**src/design/sysreg_pkg.sv**
```systemverilog
package sysreg_pkg;
  // ----------------------------------------
  // data-memory geometry
  // ----------------------------------------
  localparam int DM_ADDR_W = 7;
  localparam int BANK_W = 4;
  localparam int NIB_W = 4;
  localparam int PTR_W = 16;
  localparam int PM_W = 16;
  localparam int STACK_DEPTH = 8;
  localparam int SP_W = 3;

  // ----------------------------------------
  // system register offsets
  // ----------------------------------------
  localparam logic [6:0] SYSREG_FIRST = 7'h74;
  localparam logic [6:0] SYSREG_LAST = 7'h7F;
  localparam logic [6:0] OFS_PA_HIGH = 7'h74;
  localparam logic [6:0] OFS_PA_UPPER_MID = 7'h75;
  localparam logic [6:0] OFS_PA_LOWER_MID = 7'h76;
  localparam logic [6:0] OFS_PA_LOW = 7'h77;
  localparam logic [6:0] OFS_WINDOW = 7'h78;
  localparam logic [6:0] OFS_BANK = 7'h79;
  localparam logic [6:0] OFS_IDX_ROW_HIGH = 7'h7A;
  localparam logic [6:0] OFS_IDX_ROW_MID = 7'h7B;
  localparam logic [6:0] OFS_IDX_LOW = 7'h7C;
  localparam logic [6:0] OFS_GRP_HIGH = 7'h7D;
  localparam logic [6:0] OFS_GRP_LOW = 7'h7E;
  localparam logic [6:0] OFS_STATUS_NIB = 7'h7F;

  // constant data buffer, bank zero
  localparam logic [3:0] CDB_BANK = 4'h0;
  localparam logic [6:0] CDB_FIRST = 7'h0C;
  localparam logic [6:0] CDB_LAST = 7'h0F;

  // ----------------------------------------
  // reset values
  // ----------------------------------------
  localparam logic [15:0] PTR_RESET = 16'h0000;
  localparam logic [3:0] NIB_RESET = 4'h0;
  localparam logic [2:0] SP_RESET = 3'h0;
  localparam logic [15:0] PM_TOP_DEFAULT = 16'h3FFF;

  // ----------------------------------------
  // pointer operations
  // ----------------------------------------
  typedef enum logic [5:0] {
    OP_NONE = 6'h01,
    OP_TABLE_READ = 6'h02,
    OP_PUSH = 6'h04,
    OP_POP = 6'h08,
    OP_BRANCH = 6'h10,
    OP_CALL = 6'h20
  } ptr_op_t;
endpackage

```
**src/design/addr_stack.sv**
```systemverilog
`timescale 1ns/1ps
// address stack, pre-decrement push and post-increment pop
module addr_stack #(
  parameter int DEPTH = 8,
  parameter int WIDTH = 16,
  parameter int SP_W = 3
) (
  // clock and reset
  input wire logic core_clk_i,
  input wire logic reset_i,
  input wire logic sync_clear_i,
  // operations
  input wire logic push_i,
  input wire logic pop_i,
  input wire logic [WIDTH-1:0] push_data_i,
  // state
  output logic [WIDTH-1:0] top_o,
  output logic [SP_W-1:0] sp_o
);
  logic [WIDTH-1:0] entry_reg [DEPTH];
  logic [SP_W-1:0] sp_dec;

  assign sp_dec = sp_o - 1'b1;
  assign top_o = entry_reg[sp_o];

  always_ff @(posedge core_clk_i or posedge reset_i) begin
    if (reset_i) begin
      sp_o <= sysreg_pkg::SP_RESET;
    end else if (sync_clear_i) begin
      sp_o <= sysreg_pkg::SP_RESET;
    end else if (push_i) begin
      sp_o <= sp_dec;
    end else if (pop_i) begin
      sp_o <= sp_o + 1'b1;
    end
  end

  // stack contents are not cleared by reset
  always_ff @(posedge core_clk_i) begin
    if (push_i) begin
      entry_reg[sp_dec] <= push_data_i; // written at the decremented index
    end
  end
endmodule // addr_stack

```
**src/design/prog_addr_pointer.sv**
```systemverilog
`timescale 1ns/1ps
// 16-bit pointer with nibble writes, load and wrapping increment
module prog_addr_pointer #(
  parameter int PTR_W = 16
) (
  // clock and reset
  input wire logic core_clk_i,
  input wire logic reset_i,
  input wire logic sync_clear_i,
  // nibble write
  input wire logic nib_we_i,
  input wire logic [1:0] nib_sel_i,
  input wire logic [3:0] nib_data_i,
  // whole-word load and increment
  input wire logic load_i,
  input wire logic [PTR_W-1:0] load_data_i,
  input wire logic incr_i,
  // state
  output logic [PTR_W-1:0] ptr_o
);
  always_ff @(posedge core_clk_i or posedge reset_i) begin
    if (reset_i) begin
      ptr_o <= sysreg_pkg::PTR_RESET;
    end else if (sync_clear_i) begin
      ptr_o <= sysreg_pkg::PTR_RESET;
    end else if (load_i) begin
      ptr_o <= load_data_i;
    end else if (incr_i) begin
      ptr_o <= ptr_o + 1'b1; // all-ones wraps to zero, no flag
    end else if (nib_we_i) begin
      // nibble 0 is the most significant one
      ptr_o[PTR_W-1-4*nib_sel_i -: 4] <= nib_data_i;
    end
  end
endmodule // prog_addr_pointer

```
**src/design/system_register_address_pointer.sv**
```systemverilog
`timescale 1ns/1ps
module system_register_address_pointer #(
  parameter logic [15:0] PM_TOP = sysreg_pkg::PM_TOP_DEFAULT,
  parameter int STACK_DEPTH = sysreg_pkg::STACK_DEPTH
) (
  // clock and resets
  input wire logic core_clk_i,
  input wire logic reset_i,
  input wire logic watchdog_stack_reset_i,
  input wire logic chip_enable_reset_i,
  // data-memory port
  input wire logic dm_we_i,
  input wire logic dm_re_i,
  input wire logic [3:0] dm_bank_i,
  input wire logic [6:0] dm_addr_i,
  input wire logic [3:0] dm_wdata_i,
  output logic [3:0] dm_rdata_o,
  output logic dm_hit_o,
  // sequencer operations
  input wire logic op_valid_i,
  input wire sysreg_pkg::ptr_op_t op_i,
  input wire logic pointer_increment_op_i,
  // program memory read for table reads
  output logic pm_req_o,
  output logic [15:0] pm_addr_o,
  input wire logic pm_ack_i,
  input wire logic [15:0] pm_rdata_i,
  // results
  output logic [15:0] constant_data_buffer_o,
  output logic cdb_valid_o,
  output logic jump_o,
  output logic call_o,
  output logic [15:0] jump_target_o,
  output logic [15:0] prog_addr_pointer_o,
  output logic [3:0] data_bank_select_o,
  output logic [2:0] stack_pointer_o,
  output logic [6:0] row_pointer_o,
  output logic [10:0] index_offset_o,
  output logic range_error_o
);
  // ----------------------------------------
  // decode
  // ----------------------------------------
  logic sync_clear;
  logic sys_hit;
  logic cdb_hit;
  logic [1:0] cdb_nib;
  logic [3:0] sys_idx;
  logic ptr_nib_we;
  logic [15:0] ptr_q;
  logic [15:0] stack_top;
  logic [2:0] sp_q;
  logic pop_go;
  logic push_go;
  logic tr_start;
  logic in_range;
  logic [3:0] window_reg;
  logic [3:0] bank_reg;
  logic [3:0] idx_high_reg;
  logic [3:0] idx_mid_reg;
  logic [3:0] idx_low_reg;
  logic [3:0] grp_high_reg;
  logic [3:0] grp_low_reg;
  logic [3:0] status_nib_reg;
  logic [15:0] cdb_reg;
  logic tr_busy_reg;
  logic op_table;
  logic op_branch;
  logic op_call;
  logic op_jump;
  logic [3:0] dm_rdata_next;
  logic dm_hit_next;

  assign sync_clear = watchdog_stack_reset_i | chip_enable_reset_i;
  // bank is ignored inside the system window
  assign sys_hit = (dm_addr_i >= sysreg_pkg::SYSREG_FIRST) && (dm_addr_i <= sysreg_pkg::SYSREG_LAST);
  assign cdb_hit = (dm_bank_i == sysreg_pkg::CDB_BANK) && (dm_addr_i >= sysreg_pkg::CDB_FIRST)
                   && (dm_addr_i <= sysreg_pkg::CDB_LAST);
  assign cdb_nib = 2'(dm_addr_i - sysreg_pkg::CDB_FIRST);
  assign sys_idx = 4'(dm_addr_i - sysreg_pkg::SYSREG_FIRST);
  assign ptr_nib_we = dm_we_i && sys_hit && (dm_addr_i <= sysreg_pkg::OFS_PA_LOW);
  assign push_go = op_valid_i && (op_i == sysreg_pkg::OP_PUSH);
  assign pop_go = op_valid_i && (op_i == sysreg_pkg::OP_POP);
  assign op_table = op_valid_i && (op_i == sysreg_pkg::OP_TABLE_READ);
  assign op_branch = op_valid_i && (op_i == sysreg_pkg::OP_BRANCH);
  assign op_call = op_valid_i && (op_i == sysreg_pkg::OP_CALL);
  assign op_jump = op_branch || op_call;
  assign tr_start = op_table && !tr_busy_reg;
  assign in_range = (ptr_q <= PM_TOP);

  // ----------------------------------------
  // pointer and stack
  // ----------------------------------------
  prog_addr_pointer #(
    .PTR_W(sysreg_pkg::PTR_W)
  ) u_ptr (
    .core_clk_i(core_clk_i),
    .reset_i(reset_i),
    .sync_clear_i(sync_clear),
    .nib_we_i(ptr_nib_we),
    .nib_sel_i(sys_idx[1:0]),
    .nib_data_i(dm_wdata_i),
    .load_i(pop_go),
    .load_data_i(stack_top),
    .incr_i(pointer_increment_op_i),
    .ptr_o(ptr_q)
  );

  addr_stack #(
    .DEPTH(STACK_DEPTH),
    .WIDTH(sysreg_pkg::PTR_W),
    .SP_W(sysreg_pkg::SP_W)
  ) u_stack (
    .core_clk_i(core_clk_i),
    .reset_i(reset_i),
    .sync_clear_i(watchdog_stack_reset_i),
    .push_i(push_go),
    .pop_i(pop_go),
    .push_data_i(ptr_q),
    .top_o(stack_top),
    .sp_o(sp_q)
  );

  // ----------------------------------------
  // other system registers
  // ----------------------------------------
  // window register keeps its value over every reset
  always_ff @(posedge core_clk_i) begin
    if (dm_we_i && sys_hit && dm_addr_i == sysreg_pkg::OFS_WINDOW) begin
      window_reg <= dm_wdata_i;
    end
  end

  always_ff @(posedge core_clk_i or posedge reset_i) begin
    if (reset_i) begin
      bank_reg <= sysreg_pkg::NIB_RESET;
    end else if (sync_clear) begin
      bank_reg <= sysreg_pkg::NIB_RESET;
    end else if (dm_we_i && sys_hit && dm_addr_i == sysreg_pkg::OFS_BANK) begin
      bank_reg <= dm_wdata_i; // written from any bank
    end
  end

  // index and row pointer are one store, so the two views can never disagree
  always_ff @(posedge core_clk_i or posedge reset_i) begin
    if (reset_i) begin
      idx_high_reg <= sysreg_pkg::NIB_RESET;
      idx_mid_reg <= sysreg_pkg::NIB_RESET;
      idx_low_reg <= sysreg_pkg::NIB_RESET;
    end else if (sync_clear) begin
      idx_high_reg <= sysreg_pkg::NIB_RESET;
      idx_mid_reg <= sysreg_pkg::NIB_RESET;
      idx_low_reg <= sysreg_pkg::NIB_RESET;
    end else if (dm_we_i && sys_hit && dm_addr_i == sysreg_pkg::OFS_IDX_ROW_HIGH) begin
      idx_high_reg <= dm_wdata_i; // shared storage
    end else if (dm_we_i && sys_hit && dm_addr_i == sysreg_pkg::OFS_IDX_ROW_MID) begin
      idx_mid_reg <= dm_wdata_i;
    end else if (dm_we_i && sys_hit && dm_addr_i == sysreg_pkg::OFS_IDX_LOW) begin
      idx_low_reg <= dm_wdata_i;
    end
  end

  always_ff @(posedge core_clk_i or posedge reset_i) begin
    if (reset_i) begin
      grp_high_reg <= sysreg_pkg::NIB_RESET;
      grp_low_reg <= sysreg_pkg::NIB_RESET;
    end else if (sync_clear) begin
      grp_high_reg <= sysreg_pkg::NIB_RESET;
      grp_low_reg <= sysreg_pkg::NIB_RESET;
    end else if (dm_we_i && sys_hit && dm_addr_i == sysreg_pkg::OFS_GRP_HIGH) begin
      grp_high_reg <= dm_wdata_i;
    end else if (dm_we_i && sys_hit && dm_addr_i == sysreg_pkg::OFS_GRP_LOW) begin
      grp_low_reg <= dm_wdata_i;
    end
  end

  always_ff @(posedge core_clk_i or posedge reset_i) begin
    if (reset_i) begin
      status_nib_reg <= sysreg_pkg::NIB_RESET;
    end else if (sync_clear) begin
      status_nib_reg <= sysreg_pkg::NIB_RESET;
    end else if (dm_we_i && sys_hit && dm_addr_i == sysreg_pkg::OFS_STATUS_NIB) begin
      status_nib_reg <= dm_wdata_i;
    end
  end

  // ----------------------------------------
  // table read into the constant data buffer
  // ----------------------------------------
  // one outstanding fetch; a second request while busy is dropped
  always_ff @(posedge core_clk_i or posedge reset_i) begin
    if (reset_i) begin
      tr_busy_reg <= 1'b0;
      pm_req_o <= 1'b0;
      pm_addr_o <= sysreg_pkg::PTR_RESET;
      cdb_valid_o <= 1'b0;
    end else begin
      cdb_valid_o <= 1'b0;
      if (tr_start) begin
        tr_busy_reg <= 1'b1;
        pm_req_o <= 1'b1;
        pm_addr_o <= ptr_q;
      end else if (tr_busy_reg && pm_ack_i) begin
        tr_busy_reg <= 1'b0;
        pm_req_o <= 1'b0;
        cdb_valid_o <= 1'b1;
      end
    end
  end

  always_ff @(posedge core_clk_i or posedge reset_i) begin
    if (reset_i) begin
      cdb_reg <= sysreg_pkg::PTR_RESET;
    end else if (tr_busy_reg && pm_ack_i) begin
      cdb_reg <= pm_rdata_i;
    end else if (dm_we_i && cdb_hit) begin
      cdb_reg[15-4*cdb_nib -: 4] <= dm_wdata_i;
    end
  end

  // ----------------------------------------
  // branch, call and range check
  // ----------------------------------------
  always_ff @(posedge core_clk_i or posedge reset_i) begin
    if (reset_i) begin
      jump_o <= 1'b0;
      call_o <= 1'b0;
    end else begin
      jump_o <= op_jump;
      call_o <= op_call;
    end
  end

  always_ff @(posedge core_clk_i or posedge reset_i) begin
    if (reset_i) begin
      jump_target_o <= sysreg_pkg::PTR_RESET;
    end else if (op_jump) begin
      jump_target_o <= ptr_q;
    end
  end

  // flag only; an out-of-range target is still issued
  always_ff @(posedge core_clk_i or posedge reset_i) begin
    if (reset_i) begin
      range_error_o <= 1'b0;
    end else begin
      range_error_o <= (op_jump || op_table) && !in_range;
    end
  end

  // ----------------------------------------
  // data-memory read port
  // ----------------------------------------
  always_comb begin
    dm_hit_next = dm_re_i && (sys_hit || cdb_hit);
    dm_rdata_next = sysreg_pkg::NIB_RESET;
    if (dm_re_i && cdb_hit) begin
      dm_rdata_next = cdb_reg[15-4*cdb_nib -: 4];
    end else if (dm_re_i && sys_hit) begin
      unique case (dm_addr_i)
        sysreg_pkg::OFS_PA_HIGH: dm_rdata_next = ptr_q[15:12];
        sysreg_pkg::OFS_PA_UPPER_MID: dm_rdata_next = ptr_q[11:8];
        sysreg_pkg::OFS_PA_LOWER_MID: dm_rdata_next = ptr_q[7:4];
        sysreg_pkg::OFS_PA_LOW: dm_rdata_next = ptr_q[3:0];
        sysreg_pkg::OFS_WINDOW: dm_rdata_next = window_reg;
        sysreg_pkg::OFS_BANK: dm_rdata_next = bank_reg;
        sysreg_pkg::OFS_IDX_ROW_HIGH: dm_rdata_next = idx_high_reg;
        sysreg_pkg::OFS_IDX_ROW_MID: dm_rdata_next = idx_mid_reg;
        sysreg_pkg::OFS_IDX_LOW: dm_rdata_next = idx_low_reg;
        sysreg_pkg::OFS_GRP_HIGH: dm_rdata_next = grp_high_reg;
        sysreg_pkg::OFS_GRP_LOW: dm_rdata_next = grp_low_reg;
        sysreg_pkg::OFS_STATUS_NIB: dm_rdata_next = status_nib_reg;
        default: dm_rdata_next = sysreg_pkg::NIB_RESET;
      endcase
    end
  end

  // registered so that a read answer appears one cycle after the read strobe, for as long as the strobe was held
  always_ff @(posedge core_clk_i or posedge reset_i) begin
    if (reset_i) begin
      dm_rdata_o <= sysreg_pkg::NIB_RESET;
      dm_hit_o <= 1'b0;
    end else begin
      dm_rdata_o <= dm_rdata_next;
      dm_hit_o <= dm_hit_next;
    end
  end

  // ----------------------------------------
  // state mirrors
  // ----------------------------------------
  // mirrors trail the internal state by one cycle so every output is a flip-flop
  always_ff @(posedge core_clk_i or posedge reset_i) begin
    if (reset_i) begin
      prog_addr_pointer_o <= sysreg_pkg::PTR_RESET;
      stack_pointer_o <= sysreg_pkg::SP_RESET;
    end else begin
      prog_addr_pointer_o <= ptr_q;
      stack_pointer_o <= sp_q;
    end
  end

  always_ff @(posedge core_clk_i or posedge reset_i) begin
    if (reset_i) begin
      constant_data_buffer_o <= sysreg_pkg::PTR_RESET;
    end else begin
      constant_data_buffer_o <= cdb_reg;
    end
  end

  always_ff @(posedge core_clk_i or posedge reset_i) begin
    if (reset_i) begin
      data_bank_select_o <= sysreg_pkg::NIB_RESET;
    end else begin
      data_bank_select_o <= bank_reg;
    end
  end

  always_ff @(posedge core_clk_i or posedge reset_i) begin
    if (reset_i) begin
      row_pointer_o <= 7'h00;
      index_offset_o <= 11'h000;
    end else begin
      row_pointer_o <= {idx_high_reg[2:0], idx_mid_reg}; // same bits as index top
      index_offset_o <= {idx_high_reg[2:0], idx_mid_reg, idx_low_reg};
    end
  end
endmodule // system_register_address_pointer

```
**config.mk**
```make
export PLATFORM = sky130hd
export DESIGN_NAME = system_register_address_pointer
export DESIGN_NICKNAME = d
export VERILOG_FILES = /design/src/design/sysreg_pkg.sv /design/src/design/addr_stack.sv /design/src/design/prog_addr_pointer.sv /design/src/design/system_register_address_pointer.sv
export SDC_FILE = /design/constraint.sdc
export NUM_CORES = 1
export LEC_CHECK = 0
export ABC_AREA = 1
export BUFFER_PORTS_ARGS = -buffer_cell sky130_fd_sc_hd__clkbuf_2
export CAP_MARGIN = 20
export CORE_ASPECT_RATIO = 2
export CORE_UTILIZATION = 30
export CTS_BUF_LIST = sky130_fd_sc_hd__clkbuf_4 sky130_fd_sc_hd__clkbuf_8 sky130_fd_sc_hd__clkbuf_16
export DETAILED_ROUTE_END_ITERATION = 10
export PLACE_DENSITY = 0.45
export SLEW_MARGIN = 30
export SYNTH_ARGS = -nofsm -noshare
export SYNTH_HDL_FRONTEND = slang
export SYNTH_HIERARCHICAL = 1
export SYNTH_SLANG_ARGS = --single-unit
```
**constraint.sdc**
```tcl
create_clock -name core_clk_i -period 5.4 [get_ports core_clk_i]
set_clock_uncertainty 0.2 [all_clocks]
set_input_delay 0.54 -clock core_clk_i [delete_from_list [all_inputs] [get_ports core_clk_i]]
set_output_delay 0.54 -clock core_clk_i [all_outputs]
set_load 0.01 [all_outputs]
```
==> run_results.csv, run 1 <==
group,metric,value,unit
clock_network,ctsResizeCount,0,
global_route,total_gr_overflow,0,
clock_network,hold_buffers,2,
sta,post-route-period-util,48.89,%
sta,slew_viol_final,0,
detailed_routing,mean_routed_wirelength_per_cell,20.40,µm
yosys,synth.yosys.seq_area_share,60.92,%
global_route,wire_length_of_the_first_global_routing_pass,63910,µm
yosys,synthCells,1425,
power,report.power.total,4.584,mW
die,die-width,148.5,µm
sta,report.final.hold_viol_count,0,
hold_path,path_type_of_the_worst_min_delay_path,"input pin to flop",
yosys,post_synth_instance_area,12870,µm²
final_layout,finalNetCount,1619,
die,floorplan.die_area,43790,µm²
sta,setup_total_negative_slack,0,ns
detailed_routing,detail_route.vias_per_cell,4.682,
yosys,ys.warnings.count,6,
clock_network,insertion_delay,0.56,ns
hold_path,whs_path_depth,3,
place,numPortBuffers,144,
yosys,ys_async_sr_fraction,54.01,%
die,floorplan.initialDensity,30.33,%
power,p_leak,7.231,nW
clock_network,clk_path_buf_depth,3,
detailed_routing,detailedRoute.firstPassIterationCount,5,
clock_network,cts-htree-levels,1,
clock_network,ctsRootBufferMaster,"sky130_fd_sc_hd__clkbuf_16",
detailed_routing,via_count,9996,
sta,clock.fmax,378.8,MHz
place,hpwl,31880,µm
clock_network,cts_buffers,26,
final_layout,area_of_all_sequential_standard_cells,7845,µm²
final_layout,largest_reg_flops,128,
die,die_height,295.0,µm
yosys,synth_seq_cells,287,
place,place_congestion,0.9153,
final_layout,layout.filler_cells,4423,
sta,timing.slew.headroom,37.81,%
setup_path,timing.critical_path.to_type,"flop",
detailed_routing,initialDrtViolationCount,422,
sta,rsz0062_at_grt,"no",
die,boundaryPins,145,
clock_network,clock_sinks,287,
setup_path,critPathKind,"input pin to flop",
final_layout,layout-drive-gt1-share,16.60,%
setup_path,cp_max_fo,19,
global_route,grtUsageTotal,20.23,%
yosys,synthesized_area_divided_by_synthesized_cell_count,9.034,µm²
yosys,synth.net_count,1474,
sta,period_needed,2.640,ns
global_route,grt_antenna_before_repair,0,
final_layout,area_growth_from_synthesis_to_layout,16.67,%
yosys,synth_top_cells_by_area,"sky130_fd_sc_hd__edfxtp_1 (31%), sky130_fd_sc_hd__dfrtp_1 (30%), sky130_fd_sc_hd__nand2_1 (13%)",
detailed_routing,drc_errors,0,
yosys,synth_largest_type_area_fraction,30.79,%
final_layout,utilization,35.39,%
final_layout,layout.cells.most_common,"sky130_fd_sc_hd__nand2_1",
final_layout,most-common-layout-cells,"sky130_fd_sc_hd__nand2_1 (439), sky130_fd_sc_hd__inv_1 (200), sky130_fd_sc_hd__nand3_1 (154)",
detailed_routing,postRouteAntennaNets,0,
clock_network,tritoncts_clock_tree,"built",
job,maxCapViolations,0,
setup_path,critical_path.startpoint_type,"input pin",
sta,worstMarginPinSlew,0.9329,ns
die,core.rowCount,107,
power,max-vdd-ir-drop,0.0002084,V
setup_path,reg2reg_depth,5,
final_layout,antenna-diode-count,0,
global_route,grt_pass1_vias,10200,
yosys,synth_top_flop_cell,"sky130_fd_sc_hd__dfrtp_1",
sta,setup_viol,0,
yosys,post_synth_num_cell_types,44,
yosys,synth_enable_flop_cells,132,
detailed_routing,route.final.wire_length,43550,µm
die,core_area,42440,µm²
status,outcome,"finished clean",
setup_path,cp_data_arrival_time,2.85,ns
setup_path,required,5.61,ns
clock_network,clk_pin_slew_worst_paths,0.07,ns
global_route,grt_start_max_net_pins,68,
yosys,netlist.top_cell.by_area,"sky130_fd_sc_hd__edfxtp_1",
clock_network,post_cts_buffers,0,
final_layout,multi_input_comb_area,3914,µm²
power,power.density_cell_area,305.2,nW/µm²
[where the power goes]
| group | leakage (nW) | total (mW) | internal [mW] | switching [mW] |
|---|---|---|---|---|
| combinational | 3.48 | 0.315 | 0.104 | 0.212 |
| sequential | 3.33 | 2.44 | 2.37 | 0.0780 |
| clock | 0.423 | 1.82 | 0.977 | 0.847 |
[path summary, 6_finish.rpt]
| check | start | endpoint | slack [ns] |
|---|---|---|---|
| worst min register to register | bank_reg[3] | data_bank_select_o[3] | 0.21 |
| worst max register to register | u_stack/sp_o[0] | u_stack/entry_reg[1][10] | 2.86 |
| worst max-delay path | pm_ack_i | cdb_reg[11] | 2.76 |
| min in group asynchronous | reset_i | u_stack/sp_o[2] | 0.30 |
| worst min-delay path | pm_rdata_i[1] | cdb_reg[1] | 0.04 |
| max in group asynchronous | reset_i | prog_addr_pointer_o[10] | 3.52 |
[cells by family after synthesis]
group / count (synthesis) / share of synthesized area, %
buffers and inverters: 268 / 8.747
AND/OR/NAND/NOR: 727 / 23.76
flip-flops: 287 / 60.92
XOR/XNOR: 1 / 0.06805
adder cells (fa/ha/maj): 3 / 0.2916
AO/OA/AOI/OAI: 139 / 6.211
[final cells by class]
cell class | count | area share (%)
clock buffer | 35 | 4.940
timing repair buffer | 168 | 6.165
clock inverter | 13 | 0.5831
inverter | 217 | 5.482
multi-input combinational | 870 | 26.06
tap | 545 | 4.540
sequential | 287 | 52.23
[worst max-delay path: stages]
cell	delay, ns
sky130_fd_sc_hd__dlygate4sd3_1	0.54
sky130_fd_sc_hd__clkbuf_2	0.12
sky130_fd_sc_hd__nand2_1	0.58
sky130_fd_sc_hd__clkinv_1	0.65
sky130_fd_sc_hd__nand2_1	0.18
sky130_fd_sc_hd__o21a_1	0.14
sky130_fd_sc_hd__a21oi_1	0.06
[stage by stage]
| stage | setup WS, ns | area (µm²) | hold WS, ns | instances |
|---|---|---|---|---|
| final | 2.760 | 15020 | 0.03801 | 2135 |
| after global routing | 2.536 | 15020 | 0.04417 | 2135 |
| after CTS | 2.717 | 14990 | 0.01944 | 2134 |
| after detailed placement | 2.171 | 14140 | 0.1959 | 2084 |
| after global placement | 2.258 | 14140 | 0.1977 | 2084 |
| after floorplan | 1.021 | 12870 | 0.09364 | 1425 |
[Yosys cell counts, types with 2 or more instances]
cell	number
sky130_fd_sc_hd__buf_2	20
sky130_fd_sc_hd__inv_2	11
sky130_fd_sc_hd__a21oi_1	25
sky130_fd_sc_hd__ha_1	3
sky130_fd_sc_hd__o21ai_1	11
sky130_fd_sc_hd__a22oi_1	4
sky130_fd_sc_hd__a21oi_2	3
sky130_fd_sc_hd__o21ai_2	4
sky130_fd_sc_hd__nand2_1	440
sky130_fd_sc_hd__o2111ai_1	2
sky130_fd_sc_hd__clkbuf_1	10
sky130_fd_sc_hd__nand3_1	154
sky130_fd_sc_hd__o22ai_1	2
sky130_fd_sc_hd__nand2_2	5
sky130_fd_sc_hd__nand4_1	15
sky130_fd_sc_hd__o21a_1	4
sky130_fd_sc_hd__nor2_4	3
sky130_fd_sc_hd__clkinv_1	2
sky130_fd_sc_hd__nor2_1	90
sky130_fd_sc_hd__nand3_2	2
sky130_fd_sc_hd__buf_4	15
sky130_fd_sc_hd__edfxtp_1	132
sky130_fd_sc_hd__buf_6	4
sky130_fd_sc_hd__nor3_1	2
sky130_fd_sc_hd__inv_1	202
sky130_fd_sc_hd__o211ai_1	12
sky130_fd_sc_hd__o21ai_0	66
sky130_fd_sc_hd__nor4_1	2
sky130_fd_sc_hd__nor2_2	11
sky130_fd_sc_hd__dfrtp_1	155
[layer usage]
layer  GRT usage, %  routed length (µm)  vias to the layer above
met5              0                   0                        -
met4          12.52                2711                        0
met3          1.775                1203                       95
met2          40.27               24970                      246
met1          19.47               14660                     4797
li1               -                   -                     4858
(Power assumes the default switching activity.)
==> inputs of run 2 (changes only) <==
Clock period 5.4 ns to 2.6 ns, I/O delays scaled along.
==> run_results.csv, run 2 (synthesized netlist as in run 1, its figures left out) <==
group,metric,value,unit
final_layout,largest_reg_flops,128,
final_layout,layout.cells.most_common,"sky130_fd_sc_hd__nand2_1",
clock_network,ctsRootBufferMaster,"sky130_fd_sc_hd__clkbuf_16",
final_layout,postLayoutCellArea,15860,µm²
clock_network,clk_path_buf_depth,3,
place,placedInstanceArea,14530,µm²
detailed_routing,postRouteAntennaNets,0,
detailed_routing,route.final.wire_length,44360,µm
place,hpwl,33720,µm
final_layout,antenna-diode-count,0,
sta,clock.fmax,403.8,MHz
sta,worstMarginPinSlew,0.7230,ns
die,die_height,295.0,µm
detailed_routing,mean_routed_wirelength_per_cell,20.03,µm
setup_path,timing.rr.start,"tr_busy_reg",
setup_path,rrSetupSlack,0.21,ns
clock_network,insertion_delay,0.56,ns
die,core.rowCount,107,
clock_network,tritoncts_clock_tree,"built",
final_layout,most-common-layout-cells,"sky130_fd_sc_hd__nand2_1 (440), sky130_fd_sc_hd__inv_1 (201), sky130_fd_sc_hd__nand3_1 (154), sky130_fd_sc_hd__dfrtp_1 (154), sky130_fd_sc_hd__clkbuf_2 (144)",
die,boundaryPins,145,
power,power.density_cell_area,622.4,nW/µm²
place,detailedPlace.worstSlack,0.05132,ns
clock_network,clk_pin_slew_worst_paths,0.07,ns
global_route,grt_pass1_vias,10570,
power,max-vdd-ir-drop,0.0004555,V
setup_path,critical_path.startpoint_type,"input pin",
final_layout,finalNetCount,1699,
place,place_congestion,0.8775,
detailed_routing,via_count,10320,
status,outcome,"finished clean",
setup_path,worstReg2RegEnd,"cdb_reg[7]",
setup_path,critPathKind,"input pin to flop",
setup_path,cp_data_arrival_time,2.53,ns
die,floorplan.die_area,43790,µm²
sta,post-route-period-util,95.25,%
clock_network,post_cts_buffers,0,
global_route,grt_antenna_before_repair,0,
power,p_leak,7.650,nW
final_layout,layout-drive-gt1-share,17.84,%
detailed_routing,initialDrtViolationCount,660,
clock_network,cts_buffers,27,
sta,post-route-worst-setup-slack,0.1234,ns
final_layout,utilization,37.37,%
die,die-width,148.5,µm
setup_path,timing.critical_path.to_type,"flop",
sta,slew_viol_final,0,
sta,period_needed,2.477,ns
detailed_routing,detailedRoute.firstPassIterationCount,5,
sta,rsz0062_at_grt,"no",
die,floorplan.initialDensity,30.33,%
global_route,grt_start_max_net_pins,68,
clock_network,clock_sinks,287,
global_route,wire_length_of_the_first_global_routing_pass,64400,µm
place,numPortBuffers,144,
sta,setup_viol,0,
sta,report.final.hold_viol_count,0,
final_layout,area_growth_from_synthesis_to_layout,23.19,%
global_route,total_gr_overflow,0,
detailed_routing,detail_route.vias_per_cell,4.659,
setup_path,cp_max_fo,16,
clock_network,cts-htree-levels,1,
sta,timing.slew.headroom,51.70,%
detailed_routing,drc_errors,0,
setup_path,required,2.66,ns
hold_path,path_type_of_the_worst_min_delay_path,"input pin to asynchronous set/reset pin",
global_route,grtUsageTotal,20.45,%
job,maxCapViolations,0,
setup_path,reg2reg_depth,5,
power,report.power.total,9.870,mW
die,core_area,42440,µm²
-- run 2: cell types whose count changed in the layout (fill, tap and decap cells not counted), sizes merged --
cell / before / now
clkinvlp: 1 / 4
clkinv: 14 / 12
inv: 215 / 213
dlygate4sd3: 2 / 43
clkbuf: 179 / 180
buf: 22 / 60
bufinv: 0 / 1
-- run 2: per-stage QoR --
step                setup TNS, ns  hold slack [ns]  std cells
floorplan                  -12.93          -0.1864       1425
global placement                0          0.02396       2123
detailed placement              0          0.02073       2123
CTS                             0         0.001831       2215
global route                    0          0.02799       2215
finish                          0         0.006732       2215
-- run 2: timing repair --
| action | in CTS | in global routing |
|---|---|---|
| hold buffers | 43 | 0 |
| hold endpoints to repair | 67 | 0 |
| gates resized for setup | 0 | 1 |
| setup endpoints to repair | 0 | 117 |
-- run 2: how the worst max path moves through the flow --
stage | end | startpoint | cells past startpoint
detailed placement | u_stack/entry_reg[0][3] | op_i[4] | 9
finish | u_stack/entry_reg[6][9] | op_i[4] | 10
floorplan | u_stack/entry_reg[2][0] | op_i[4] | 6
CTS | u_stack/entry_reg[0][6] | op_i[4] | 10
global placement | u_stack/entry_reg[0][1] | op_i[4] | 9
global route | u_stack/entry_reg[2][0] | op_i[4] | 10
-- run 2: per-layer routing --
layer  GRT usage [%]  vias to the layer above  part of all wire, %
met5               0                        -                    0
met4           11.89                        0                  6.1
met3           1.759                      116                  3.1
met2           42.59                      282                   59
met1           18.34                     4914                   32
li1                -                     5007                    -
-- run 2: power breakdown --
group	internal, mW	total, mW	switching (mW)
Sequential	4.92	5.06	0.144
Clock	2.27	4.02	1.75
Combinational	0.296	0.790	0.494
Total	7.48	9.87	2.39
-- run 2: critical path, cell delays in order --
cell                            delay (ns)
sky130_fd_sc_hd__dlygate4sd3_1        0.54
sky130_fd_sc_hd__clkbuf_2             0.13
sky130_fd_sc_hd__nor2_2               0.20
sky130_fd_sc_hd__nand2_1              0.09
sky130_fd_sc_hd__or2_2                0.30
sky130_fd_sc_hd__nor4_1               0.18
sky130_fd_sc_hd__buf_4                0.19
sky130_fd_sc_hd__nand2_1              0.17
sky130_fd_sc_hd__nor2_1               0.26
sky130_fd_sc_hd__buf_12               0.19
-- run 2: cell type report --
type | instances | area [µm²]
clock buffer | 36 | 803.3
clock inverter | 13 | 92.59
fill | 4265 | 26580
inverter | 217 | 822.0
multi-input combinational | 870 | 3914
sequential | 287 | 7844
tap | 545 | 681.9
timing repair buffer | 247 | 1702
